File: config.mk
export PLATFORM = sky130hd
export DESIGN_NAME = acc_adc_ctrl
export DESIGN_NICKNAME = d
export VERILOG_FILES = /design/src/acc_pkg.sv /design/src/acc_adc_ctrl.sv /design/src/acc_clk_div.sv
export SDC_FILE = /design/constraint.sdc
export NUM_CORES = 1
export LEC_CHECK = 0
export ABC_AREA = 1
export ABC_CLOCK_PERIOD_IN_PS = 1200
export BUFFER_PORTS_ARGS = -buffer_cell sky130_fd_sc_hd__buf_4
export CAP_MARGIN = 10
export CORE_MARGIN = 1.5
export CORE_UTILIZATION = 40
export DETAILED_ROUTE_END_ITERATION = 10
export GPL_ROUTABILITY_DRIVEN = 0
export PLACE_DENSITY = 0.69
export SLEW_MARGIN = 20
export SYNTH_ARGS = -nofsm -noshare
export SYNTH_HDL_FRONTEND = slang
export SYNTH_SLANG_ARGS = --single-unit
File: constraint.sdc
create_clock -name CORE_CLK_IN -period 1.2 [get_ports CORE_CLK_IN]
set_input_delay 0.18 -clock CORE_CLK_IN [delete_from_list [all_inputs] [get_ports CORE_CLK_IN]]
set_output_delay 0.18 -clock CORE_CLK_IN [all_outputs]
set_load 0.05 [all_outputs]
File: src/acc_pkg.sv
// Package with register map, field layouts and timing of the converter control.
package acc_pkg;

  // ****************************************************************
  // Register indices on the register port
  // ****************************************************************
  localparam logic [2:0] ACC_ADDR_RES_HI = 3'h0;
  localparam logic [2:0] ACC_ADDR_RES_LO = 3'h1;
  localparam logic [2:0] ACC_ADDR_CTL0 = 3'h2;
  localparam logic [2:0] ACC_ADDR_CTL1 = 3'h3;
  localparam logic [2:0] ACC_ADDR_STAT = 3'h4;

  // ****************************************************************
  // Field layouts and reset values
  // ****************************************************************
  typedef struct packed {
    logic start;
    logic busy;
    logic enable;
    logic justify;
    logic [3:0] chan;
  } acc_ctl0_t;

  typedef struct packed {
    logic [2:0] src;
    logic [1:0] vref;
    logic [2:0] ckdiv;
  } acc_ctl1_t;

  localparam logic [7:0] ACC_CTL0_RESET = 8'h00;
  localparam logic [7:0] ACC_CTL1_RESET = 8'h00;
  localparam logic [7:0] ACC_RES_RESET = 8'h00;
  localparam int ACC_STAT_OK_BIT = 0;

  // ****************************************************************
  // Input selection codes
  // ****************************************************************
  localparam logic [3:0] ACC_CH_LAST = 4'h6;
  localparam logic [3:0] ACC_CH_RESERVED = 4'h7;
  localparam int ACC_NUM_CH = 7;
  localparam logic [2:0] ACC_SRC_BANDGAP = 3'h1;
  localparam logic [2:0] ACC_SRC_AMP0 = 3'h2;
  localparam logic [2:0] ACC_SRC_AMP1 = 3'h3;
  localparam logic [2:0] ACC_SRC_RESERVED = 3'h4;
  localparam logic [1:0] ACC_REF_SUPPLY = 2'h1;

  // ****************************************************************
  // Timing
  // ****************************************************************
  localparam int ACC_SYS_PERIOD_NS = 50;
  localparam int ACC_CK_MIN_NS = 500;
  localparam int ACC_CK_MAX_NS = 10000;
  localparam int ACC_CK_MIN_CYC =
    (ACC_CK_MIN_NS + ACC_SYS_PERIOD_NS - 1) / ACC_SYS_PERIOD_NS;
  localparam int ACC_CK_MAX_CYC = ACC_CK_MAX_NS / ACC_SYS_PERIOD_NS;
  localparam logic [7:0] ACC_CONV_TICKS = 8'h10;

  // ****************************************************************
  // Control states
  // ****************************************************************
  typedef enum logic [1:0] {
    ACC_IDLE = 2'b01,
    ACC_CONV = 2'b10
  } acc_state_t;

endpackage : acc_pkg

File: src/acc_adc_ctrl.sv
// Control and result logic of the single 12-bit converter.
//
// Notes on behaviour
// - Each result is 12 unsigned bits from the one routed analog input.
// - A conversion starts only when the start bit is written high, then low.
// - Busy reads 1 from start until the conversion completes, then 0.
// - Enable at 0 powers the converter down; conversions need enable at 1.
// - While disabled, both result registers keep their contents.
// - Format bit picks left or right justification of the 12 result bits.
// - Result bit positions not carrying result bits read as zero.
// - Channel codes 0 to 6 select pins; 7 reserved; 8 to 15 select none.
// - Source 1,2,3 pick bandgap, amplifier 0, amplifier 1; 4 reserved.
// - Reference code 01 uses converter supply; other codes use the pin.
// - Converter clock is the system clock divided by two to the code.
// - Pins set as analog inputs lose other functions and pull-high.
// - Completion of each conversion raises the interrupt request.
//
// Strobed register access and the register addresses were decided locally.
`timescale 1ns/1ps
module acc_adc_ctrl
  import acc_pkg::*;
(
  input wire logic CORE_CLK_IN,
  input wire logic RESET_N_IN,
  input wire logic [2:0] ADDR_IN,
  input wire logic [7:0] WDATA_IN,
  input wire logic WR_IN,
  input wire logic RD_IN,
  output logic [7:0] RDATA_OUT,
  input wire logic [11:0] CONV_DATA_IN,
  input wire logic [6:0] PIN_ANALOG_IN,
  output logic CONV_POWER_OUT,
  output logic CONV_TICK_OUT,
  output logic CONV_START_OUT,
  output logic [6:0] CHAN_SEL_OUT,
  output logic [2:0] INT_SEL_OUT,
  output logic REF_SUPPLY_OUT,
  output logic [6:0] PIN_ISOLATE_OUT,
  output logic ADC_IRQ_OUT
);

  // ****************************************************************
  // Declarations
  // ****************************************************************
  acc_ctl0_t ctl0_r;
  acc_ctl0_t ctl0_nxt;
  acc_ctl1_t ctl1_r;
  acc_ctl1_t ctl1_nxt;
  acc_ctl0_t wr_ctl0_w;
  acc_state_t state_r;
  acc_state_t state_nxt;
  logic [7:0] tick_cnt_r;
  logic [7:0] tick_cnt_nxt;
  logic [7:0] res_hi_r;
  logic [7:0] res_lo_r;
  logic [7:0] res_hi_nxt;
  logic [7:0] res_lo_nxt;
  logic [7:0] rdata_r;
  logic start_pulse_r;
  logic irq_r;
  logic [6:0] chan_sel_r;
  logic [2:0] int_sel_r;
  logic ref_supply_r;
  logic [6:0] pin_iso_r;
  wire logic conv_tick_w;
  wire logic wr_ctl0_w_en;
  wire logic wr_ctl1_w_en;
  wire logic start_fall_w;
  wire logic launch_w;
  wire logic st_conv_w;
  wire logic last_tick_w;
  wire logic done_w;
  wire logic abort_w;
  wire logic ext_src_w;
  wire logic [7:0] fmt_hi_w;
  wire logic [7:0] fmt_lo_w;
  wire logic [6:0] chan_sel_nxt;
  wire logic [2:0] int_sel_nxt;
  wire logic [7:0] period_cyc_w;
  wire logic period_ok_w;
  wire logic [7:0] stat_w;
  wire logic [7:0] rd_ctl0_w;
  wire logic [7:0] rdata_nxt;

  // ****************************************************************
  // Register port decode
  // ****************************************************************
  assign wr_ctl0_w_en = WR_IN && (ADDR_IN == ACC_ADDR_CTL0);
  assign wr_ctl1_w_en = WR_IN && (ADDR_IN == ACC_ADDR_CTL1);
  assign wr_ctl0_w = acc_ctl0_t'(WDATA_IN);
  assign ctl0_nxt = wr_ctl0_w_en ? wr_ctl0_w : ctl0_r;
  assign ctl1_nxt = wr_ctl1_w_en ? acc_ctl1_t'(WDATA_IN) : ctl1_r;

  // ****************************************************************
  // Start sequence and conversion sequencing
  // ****************************************************************
  // A start needs the stored start bit at 1 and a write that clears it.
  assign start_fall_w = wr_ctl0_w_en && ctl0_r.start && !wr_ctl0_w.start;
  // The enable written in the same cycle counts, so enabling and
  // dropping start in one write still launches.
  assign launch_w = start_fall_w && wr_ctl0_w.enable &&
                    (state_r == ACC_IDLE);
  assign st_conv_w = (state_r == ACC_CONV);
  assign last_tick_w = conv_tick_w && (tick_cnt_r == ACC_CONV_TICKS - 8'h01);
  assign done_w = st_conv_w && ctl0_r.enable && last_tick_w;
  assign abort_w = st_conv_w && !ctl0_r.enable;

  always_comb
  begin
    state_nxt = state_r;
    tick_cnt_nxt = tick_cnt_r;
    case (state_r)
      ACC_IDLE:
      begin
        tick_cnt_nxt = 8'h00;
        if (launch_w)
        begin
          state_nxt = ACC_CONV;
        end
      end
      ACC_CONV:
      begin
        if (abort_w || done_w)
        begin
          state_nxt = ACC_IDLE;
          tick_cnt_nxt = 8'h00;
        end
        else if (conv_tick_w)
        begin
          tick_cnt_nxt = tick_cnt_r + 8'h01;
        end
      end
      default:
      begin
        state_nxt = ACC_IDLE;
        tick_cnt_nxt = 8'h00;
      end
    endcase
  end

  // The divider stops on the last tick. With an undivided clock it would
  // otherwise emit one more tick after the conversion has ended.
  acc_clk_div u_clk_div (
    .clk_in(CORE_CLK_IN),
    .rst_n_in(RESET_N_IN),
    .run_in(st_conv_w && ctl0_r.enable && !last_tick_w),
    .sel_in(ctl1_r.ckdiv),
    .tick_out(conv_tick_w)
  );

  // ****************************************************************
  // Result formatting
  // ****************************************************************
  assign fmt_hi_w = ctl0_r.justify ? {4'h0, CONV_DATA_IN[11:8]}
                                   : CONV_DATA_IN[11:4];
  assign fmt_lo_w = ctl0_r.justify ? CONV_DATA_IN[7:0]
                                   : {CONV_DATA_IN[3:0], 4'h0};
  // Both bytes load on the same edge; disabled means no done.
  assign res_hi_nxt = done_w ? fmt_hi_w : res_hi_r;
  assign res_lo_nxt = done_w ? fmt_lo_w : res_lo_r;

  // ****************************************************************
  // Input and reference routing
  // ****************************************************************
  assign ext_src_w = (ctl1_r.src == 3'h0) ||
                     (ctl1_r.src > ACC_SRC_RESERVED);
  // Codes 7 and above connect no pin at all.
  assign chan_sel_nxt = (ctl0_r.enable && ext_src_w &&
                         ctl0_r.chan <= ACC_CH_LAST)
                        ? 7'(7'h01 << ctl0_r.chan[2:0])
                        : 7'h00;
  assign int_sel_nxt = !ctl0_r.enable ? 3'h0 :
                       (ctl1_r.src == ACC_SRC_BANDGAP) ? 3'h1 :
                       (ctl1_r.src == ACC_SRC_AMP0) ? 3'h2 :
                       (ctl1_r.src == ACC_SRC_AMP1) ? 3'h4 : 3'h0;

  // ****************************************************************
  // Read side
  // ****************************************************************
  assign period_cyc_w = 8'h01 << ctl1_r.ckdiv;
  assign period_ok_w = (period_cyc_w >= 8'(ACC_CK_MIN_CYC)) &&
                       (period_cyc_w <= 8'(ACC_CK_MAX_CYC));
  assign stat_w = 8'(period_ok_w) << ACC_STAT_OK_BIT;
  assign rd_ctl0_w = {ctl0_r.start, st_conv_w, ctl0_r.enable,
                      ctl0_r.justify, ctl0_r.chan};
  assign rdata_nxt = !RD_IN ? 8'h00 :
                     (ADDR_IN == ACC_ADDR_RES_HI) ? res_hi_r :
                     (ADDR_IN == ACC_ADDR_RES_LO) ? res_lo_r :
                     (ADDR_IN == ACC_ADDR_CTL0) ? rd_ctl0_w :
                     (ADDR_IN == ACC_ADDR_CTL1) ? ctl1_r :
                     (ADDR_IN == ACC_ADDR_STAT) ? stat_w : 8'h00;

  // ****************************************************************
  // Registers
  // ****************************************************************
  always_ff @(posedge CORE_CLK_IN)
  begin
    if (!RESET_N_IN)
    begin
      ctl0_r <= acc_ctl0_t'(ACC_CTL0_RESET);
      ctl1_r <= acc_ctl1_t'(ACC_CTL1_RESET);
      state_r <= ACC_IDLE;
      tick_cnt_r <= 8'h00;
    end
    else
    begin
      ctl0_r <= ctl0_nxt;
      ctl1_r <= ctl1_nxt;
      state_r <= state_nxt;
      tick_cnt_r <= tick_cnt_nxt;
    end
  end

  always_ff @(posedge CORE_CLK_IN)
  begin
    if (!RESET_N_IN)
    begin
      res_hi_r <= ACC_RES_RESET;
      res_lo_r <= ACC_RES_RESET;
      rdata_r <= 8'h00;
    end
    else
    begin
      res_hi_r <= res_hi_nxt;
      res_lo_r <= res_lo_nxt;
      rdata_r <= rdata_nxt;
    end
  end

  always_ff @(posedge CORE_CLK_IN)
  begin
    if (!RESET_N_IN)
    begin
      start_pulse_r <= 1'b0;
      irq_r <= 1'b0;
      chan_sel_r <= 7'h00;
      int_sel_r <= 3'h0;
      ref_supply_r <= 1'b0;
      pin_iso_r <= 7'h00;
    end
    else
    begin
      start_pulse_r <= launch_w;
      irq_r <= done_w;
      chan_sel_r <= chan_sel_nxt;
      int_sel_r <= int_sel_nxt;
      ref_supply_r <= (ctl1_r.vref == ACC_REF_SUPPLY);
      pin_iso_r <= PIN_ANALOG_IN;
    end
  end

  assign RDATA_OUT = rdata_r;
  assign CONV_POWER_OUT = ctl0_r.enable;
  assign CONV_TICK_OUT = conv_tick_w;
  assign CONV_START_OUT = start_pulse_r;
  assign CHAN_SEL_OUT = chan_sel_r;
  assign INT_SEL_OUT = int_sel_r;
  assign REF_SUPPLY_OUT = ref_supply_r;
  assign PIN_ISOLATE_OUT = pin_iso_r;
  assign ADC_IRQ_OUT = irq_r;
endmodule : acc_adc_ctrl

File: src/acc_clk_div.sv
// Converter clock divider that emits one tick every 2^sel system clocks.
`timescale 1ns/1ps
module acc_clk_div
  import acc_pkg::*;
(
  input wire logic clk_in,
  input wire logic rst_n_in,
  input wire logic run_in,
  input wire logic [2:0] sel_in,
  output logic tick_out
);

  logic [6:0] cnt_r;
  logic [6:0] cnt_nxt;
  logic tick_r;
  wire logic [7:0] span_w;
  wire logic [7:0] mask_w;
  wire logic hit_w;

  // The count restarts whenever the divider stops, so a new conversion
  // always sees a full first period.
  assign span_w = 8'h01 << sel_in;
  assign mask_w = span_w - 8'h01;
  assign hit_w = (cnt_r & mask_w[6:0]) == mask_w[6:0];
  assign cnt_nxt = run_in ? cnt_r + 7'h01 : 7'h00;
  assign tick_out = tick_r;

  always_ff @(posedge clk_in)
  begin
    if (!rst_n_in)
    begin
      cnt_r <= 7'h00;
      tick_r <= 1'b0;
    end
    else
    begin
      cnt_r <= cnt_nxt;
      tick_r <= run_in & hit_w;
    end
  end

endmodule : acc_clk_div

==> results of run 1 <==
report_power, final:
group / switching (mW) / leakage [nW] / internal [mW]
combinational: 0.242 / 1.32 / 0.173
sequential: 0.0224 / 0.628 / 2.58
clock: 0.986 / 0.101 / 1.09
registers in the layout, indices dropped and copies added (netlist names):
signal and cells:
RDATA_OUT 8, ctl1_r 8, res_hi_r 8, res_lo_r 8, tick_cnt_r 8, CHAN_SEL_OUT 7
PIN_ISOLATE_OUT 7, u_clk_div.cnt_r 7, ctl0_r 6, INT_SEL_OUT 3, state_r 2, ADC_IRQ_OUT 1
CONV_POWER_OUT 1, CONV_START_OUT 1, REF_SUPPLY_OUT 1, u_clk_div.tick_out 1
repair_timing:
item,in CTS,in global routing
hold buffers,7,0
endpoints found under the hold margin,7,0
pin swaps,3,14
endpoints found under the setup margin,32,42
gates cloned,4,1
resized for setup,9,47
setup buffers,1,10
metal layers:
metal | up-vias | track usage, % | wire, um
li1 | 1588 | - | -
met3 | 21 | 5.22 | 462
met2 | 90 | 34.1 | 4340
met1 | 1467 | 23.9 | 3580
met4 | 0 | 10.0 | 257
met5 | - | 0 | 0
layout make-up:
| class | instances | area (sq um) |
|---|---|---|
| clock buffers | 11 | 153 |
| repair buffers | 107 | 870 |
| fillers | 680 | 3120 |
| clock inverters | 5 | 58.8 |
| well taps | 102 | 128 |
| flip-flops and latches | 77 | 1560 |
| multi-input cells | 299 | 1650 |
| inverters | 51 | 191 |
how the worst max path moves through the flow:
stage | start | to | cells past startpoint
finish | tick_cnt_r[1] | res_lo_r[2] | 7
global route | tick_cnt_r[1] | res_lo_r[2] | 7
CTS | tick_cnt_r[1] | res_lo_r[0] | 7
detailed placement | tick_cnt_r[1] | state_r[1] | 6
global placement | tick_cnt_r[1] | state_r[1] | 6
floorplan | tick_cnt_r[1] | tick_cnt_r[5] | 7
tightest hold or removal path, stage by stage:
cell,delay [ns]
buf_4,0.09
nand3_2,0.06
nand2_1,0.05
per-stage QoR:
| stage | util, % | power (mW) | area [sq um] | cells | setup slack, ns |
|---|---|---|---|---|---|
| global route | 59.6 | 5.29 | 4610 | 652 | -0.201 |
| finish | 59.6 | 5.09 | 4610 | 652 | -0.132 |
| floorplan | - | 2.86 | 3230 | 435 | 0.00544 |
| detailed placement | 51.0 | 3.05 | 3940 | 613 | -0.116 |
| CTS | 56.0 | 5.11 | 4330 | 641 | -0.0901 |
| global placement | 51.0 | 3.04 | 3940 | 613 | -0.0884 |
cells by family after synthesis:
| family | share of synthesized area [%] |
|---|---|
| compound gates | 5.94 |
| xor+xnor | 1.38 |
| fa+ha+maj | 0.786 |
| buf+inv | 8.45 |
| flops | 48.4 |
| mux | 0.315 |
| simple gates | 34.7 |
synthesized netlist by cell type:
master / n / area [sq um]
nor4_1: 3 / 18.8
nor2_4: 3 / 33.8
dfxtp_1: 77 / 1540
nor3_1: 4 / 20.0
clkbuf_1: 6 / 22.5
nand2_2: 5 / 31.3
nor3_4: 1 / 16.3
xor2_1: 5 / 43.8
inv_2: 3 / 11.3
nor2_1: 79 / 297
nand4_2: 1 / 12.5
inv_1: 48 / 180
nor2_2: 2 / 12.5
a21oi_1: 14 / 70.1
o21bai_1: 2 / 15.0
buf_2: 2 / 10.0
nor3_2: 2 / 20.0
nand3_4: 1 / 17.5
a21oi_2: 1 / 8.76
nand3b_1: 2 / 15.0
ha_1: 2 / 25.0
mux2i_1: 1 / 10.0
buf_4: 3 / 22.5
buf_6: 2 / 22.5
nand2_1: 105 / 394
o21ai_0: 19 / 95.1
nand4_1: 4 / 25.0
nand3_1: 38 / 190
==> impl_metrics.env, run 1 <==
export IMPL_status="finished, violations left"
export IMPL_violations="setup timing"
export IMPL_coreArea_sq_um=7730
export IMPL_critPathKind="register to register"
export IMPL_dieHeight_um=92.2
export IMPL_fmax_mhz=751
export IMPL_critPathLaunchType="register"
export IMPL_wl_per_cell_um=13.3
export IMPL_r2r_end="res_lo_r[2]"
export IMPL_area_growth_pct=44.8
export IMPL_drtIter0Drc=182
export IMPL_cts_buffers=9
export IMPL_rsz0062_at_grt="true"
export IMPL_hold_path_end="res_hi_r[7]"
export IMPL_nNetsFinal=581
export IMPL_port_buffers=63
export IMPL_dr_pass1_iters=4
export IMPL_crit_buf_inv=1
export IMPL_crit_arrival_ns=1.58
export IMPL_setup_tns_ns=-2.33
export IMPL_crit_path_end_kind="register"
export IMPL_worstPathRequired_ns=1.45
export IMPL_min_delay_start="CONV_DATA_IN[11]"
export IMPL_dpl_hpwl_mm=5.46
export IMPL_peakVddDrop_mv=0.544
export IMPL_cts_buffer_depth=2
export IMPL_netlist_instances=435
export IMPL_syn_avg_cell_area_sq_um=7.31
export IMPL_hold_class="input port to register"
export IMPL_final_common_cell="nand2_1"
export IMPL_final_antenna_net_count=0
export IMPL_max_slew_margin_pct=70.8
export IMPL_clk_pin_slew_worst_paths_ns=0.08
export IMPL_r2r_cells=7
export IMPL_path_delay_family="simple AND/OR/NAND/NOR gates"
export IMPL_cts_root_buf="clkbuf_8"
export IMPL_finClkSkew_ns=0.00869
export IMPL_period_share_pct=111
export IMPL_grt_max_degree=42
export IMPL_vias_per_cell=4.86
export IMPL_path_cells="ha_4 -> nand3_4 -> nor2_4 -> buf_12 -> nand3_4 -> nand3_1 -> nand2_1"
export IMPL_hold_viol=0
export IMPL_die_w_um=92.2
export IMPL_holdPathStages=3
export IMPL_period_needed_ns=1.33
export IMPL_grt_use_total_pct=20.3
export IMPL_layout_common_cells="nand2_1, buf_4, dfxtp_1, nor2_1, inv_1"
export IMPL_synth_area_sq_um=3180
export IMPL_grt_pass1_wl_mm=13.3
export IMPL_antenna_found_initial=0
export IMPL_syn_num_nets=471
export IMPL_rr_startpoint="tick_cnt_r[1]"
export IMPL_cp_max_fo=6
export IMPL_die_area_sq_um=8500
export IMPL_whs_ns=0.0482
export IMPL_tightestPinTransition_ns=0.438
export IMPL_leakagePower_nw=2.05
export IMPL_antennaDiodeCount=0
export IMPL_yosysSeqAreaShare_pct=48.4
export IMPL_ys_types=28
export IMPL_max_cap_violations=0
export IMPL_rows=32
export IMPL_htree_levels=3
export IMPL_r2r_setup_slack_ns=-0.13
export IMPL_start_util_pct=41.2
export IMPL_power_density_nw_per_um2=1110
export IMPL_grt_overflow_total=0
export IMPL_yosysWarnings=0
export IMPL_slowest_delay_ns=0.36
export IMPL_slew_viol_final=0
export IMPL_drc=0
export IMPL_tritoncts="done"
export IMPL_setup_viol=31
export IMPL_drt_total_wl_mm=8.64
export IMPL_num_io_pins=64
export IMPL_slowest_stage="dfxtp_2"
export IMPL_cpMostUsedCell="nand3_4"
export IMPL_clock_sinks=77
export IMPL_clkLatencyLatePin_ns=0.36
export IMPL_ys_ff_latch=77
export IMPL_grt_pass1_vias=2911
export IMPL_worst_slack_ns=-0.132
export IMPL_layout_drive_gt1_share_pct=33.3
export IMPL_vias=3166
Note: power is estimated with default switching activity, not from simulation.
==> run 2, diff against run 1 <==
- TNS_END_PERCENT: unset -> 20
==> run 2 against run 1 <==
  * The flow still finishes with violations (setup timing)
  * Power is essentially flat
  * Sequential power is essentially flat
  * Highest routed layer unchanged
  * Clock power is essentially flat
  * Sequential share of layout area grew 1.7 points
  * Register-to-register slack is essentially flat
  * Sequential cell count is the same
  * Non-clock buffer count shrank 10
  * Cell count shrank 1.7%
  * Die area is the same
  * Clock skew grew 0.0032 ns
==> impl_metrics.env, run 2 (synthesis gave the netlist of run 1 again) <==
export IMPL_violations="setup timing"
export IMPL_grt_max_degree=42
export IMPL_drtIter0Drc=153
export IMPL_multi_input_area_sq_um=1530
export IMPL_hold_class="input port to register"
export IMPL_antenna_found_initial=0
export IMPL_grt_pass1_vias=2879
export IMPL_crit_buf_inv=0
export IMPL_htree_levels=3
export IMPL_max_cap_violations=0
export IMPL_grt_overflow_total=0
export IMPL_final_util_pct=56.7
export IMPL_total_power_mw=5.09
export IMPL_status="finished, violations left"
export IMPL_setup_viol=33
export IMPL_dr_pass1_iters=5
export IMPL_critPathLaunchType="register"
export IMPL_worstPathRequired_ns=1.51
export IMPL_die_area_sq_um=8500
export IMPL_switching_power_mw=1.25
export IMPL_max_slew_margin_pct=72.7
export IMPL_peakVddDrop_mv=0.551
export IMPL_leakagePower_nw=1.98
export IMPL_grt_use_total_pct=20.0
export IMPL_grt_pass1_wl_mm=13.2
export IMPL_die_w_um=92.2
export IMPL_slew_viol_final=0
export IMPL_critPathKind="register to register"
export IMPL_period_needed_ns=1.33
export IMPL_dieHeight_um=92.2
export IMPL_slowest_delay_ns=0.36
export IMPL_area_growth_pct=37.6
export IMPL_cts_buffer_depth=2
export IMPL_dpl_instance_area_sq_um=3940
export IMPL_comb_power_share_pct=8.1
export IMPL_rr_startpoint="tick_cnt_r[1]"
export IMPL_regArea_sq_um=1550
export IMPL_clock_sinks=77
export IMPL_fillers=706
export IMPL_path_cells="ha_4 -> nand3_4 -> nor2_4 -> nand2_4 -> nor2_4 -> nand3_1 -> nand2_1"
export IMPL_fmax_mhz=754
export IMPL_stdcell_count=641
export IMPL_cts_buffers=9
export IMPL_tritoncts="done"
export IMPL_start_util_pct=41.2
export IMPL_antennaDiodeCount=0
export IMPL_setup_worst_path_start="tick_cnt_r[1]"
export IMPL_worst_slack_ns=-0.127
export IMPL_cp_max_fo=5
export IMPL_tightestPinTransition_ns=0.410
export IMPL_layout_drive_gt1_share_pct=27.3
export IMPL_final_common_cell="nand2_1"
export IMPL_clk_pin_slew_worst_paths_ns=0.08
export IMPL_vias=3110
export IMPL_layout_common_cells="nand2_1, buf_4, dfxtp_1, nor2_1, inv_1"
export IMPL_nNetsFinal=570
export IMPL_sw_frac_of_total_pct=24.6
export IMPL_final_antenna_net_count=0
export IMPL_coreArea_sq_um=7730
export IMPL_rows=32
export IMPL_dp_cells=613
export IMPL_clkLatencyLatePin_ns=0.37
export IMPL_dpl_hpwl_mm=5.46
export IMPL_finalInstanceArea_sq_um=4380
export IMPL_hold_viol=0
export IMPL_rsz0062_at_grt="true"
export IMPL_setup_tns_ns=-1.97
export IMPL_wl_per_cell_um=12.7
export IMPL_cpMostUsedCell="nor2_4"
export IMPL_pwr_share_seq_pct=51.1
export IMPL_vias_per_cell=4.85
export IMPL_num_io_pins=64
export IMPL_drt_total_wl_mm=8.14
export IMPL_whs_ns=0.0388
export IMPL_min_delay_start="CONV_DATA_IN[11]"
export IMPL_port_buffers=63
export IMPL_power_density_nw_per_um2=1160
export IMPL_finClkSkew_ns=0.0118
export IMPL_p_int_mw=3.84
export IMPL_crit_path_end_kind="register"
export IMPL_place_ws_ns=-0.116
export IMPL_drc=0
export IMPL_clockPowerShare_pct=40.8
export IMPL_path_delay_family="simple AND/OR/NAND/NOR gates"
export IMPL_crit_arrival_ns=1.64
export IMPL_period_share_pct=111
export IMPL_cts_root_buf="clkbuf_8"
export IMPL_slowest_stage="dfxtp_2"
run 2: worst reg2reg max path: cells and delay by family, from the launching register on:
kind,cells,cell delay [ns]
simple gates,6,0.77
flops,1,0.36
fa+ha+maj,1,0.15
run 2: timing repair:
item                       CTS  global route
setup endpoints to repair   32            42
hold endpoints to repair     7             0
gates cloned                 3             1
buffers inserted             1             0
hold buffers                 7             0
resized for setup           10            13
pin swaps                    3             3
run 2: layer usage:
metal | track usage [%] | routed length [um]
met1 | 23.8 | 3390
met5 | 0 | 0
met3 | 5.22 | 458
met4 | 9.62 | 256
met2 | 33.5 | 4030
run 2: layout make-up:
type | count | share of cell area, %
Multi-Input combinational cell | 298 | 34.8
Timing Repair Buffer | 97 | 17.6
Tap cell | 102 | 2.91
Inverter | 51 | 4.37
Clock buffer | 11 | 3.49
Clock inverter | 5 | 1.34
Sequential cell | 77 | 35.5
run 2: path summary, 6_finish.rpt:
kind                 end  slack (ns)  cells past startpoint
max reg2reg  res_hi_r[4]       -0.13                      7
min          res_hi_r[7]        0.04                      3
max          res_hi_r[4]       -0.13                      7
min reg2reg  res_lo_r[3]        0.47                      2
run 2: power groups by stage:
stage	combinational, mW	clock (mW)	sequential [mW]
after floorplan	0.144	0	2.72
after global placement	0.379	0	2.66
after detailed placement	0.383	0	2.66
after CTS	0.404	2.11	2.60
after global routing	0.448	2.23	2.61
final	0.411	2.08	2.60
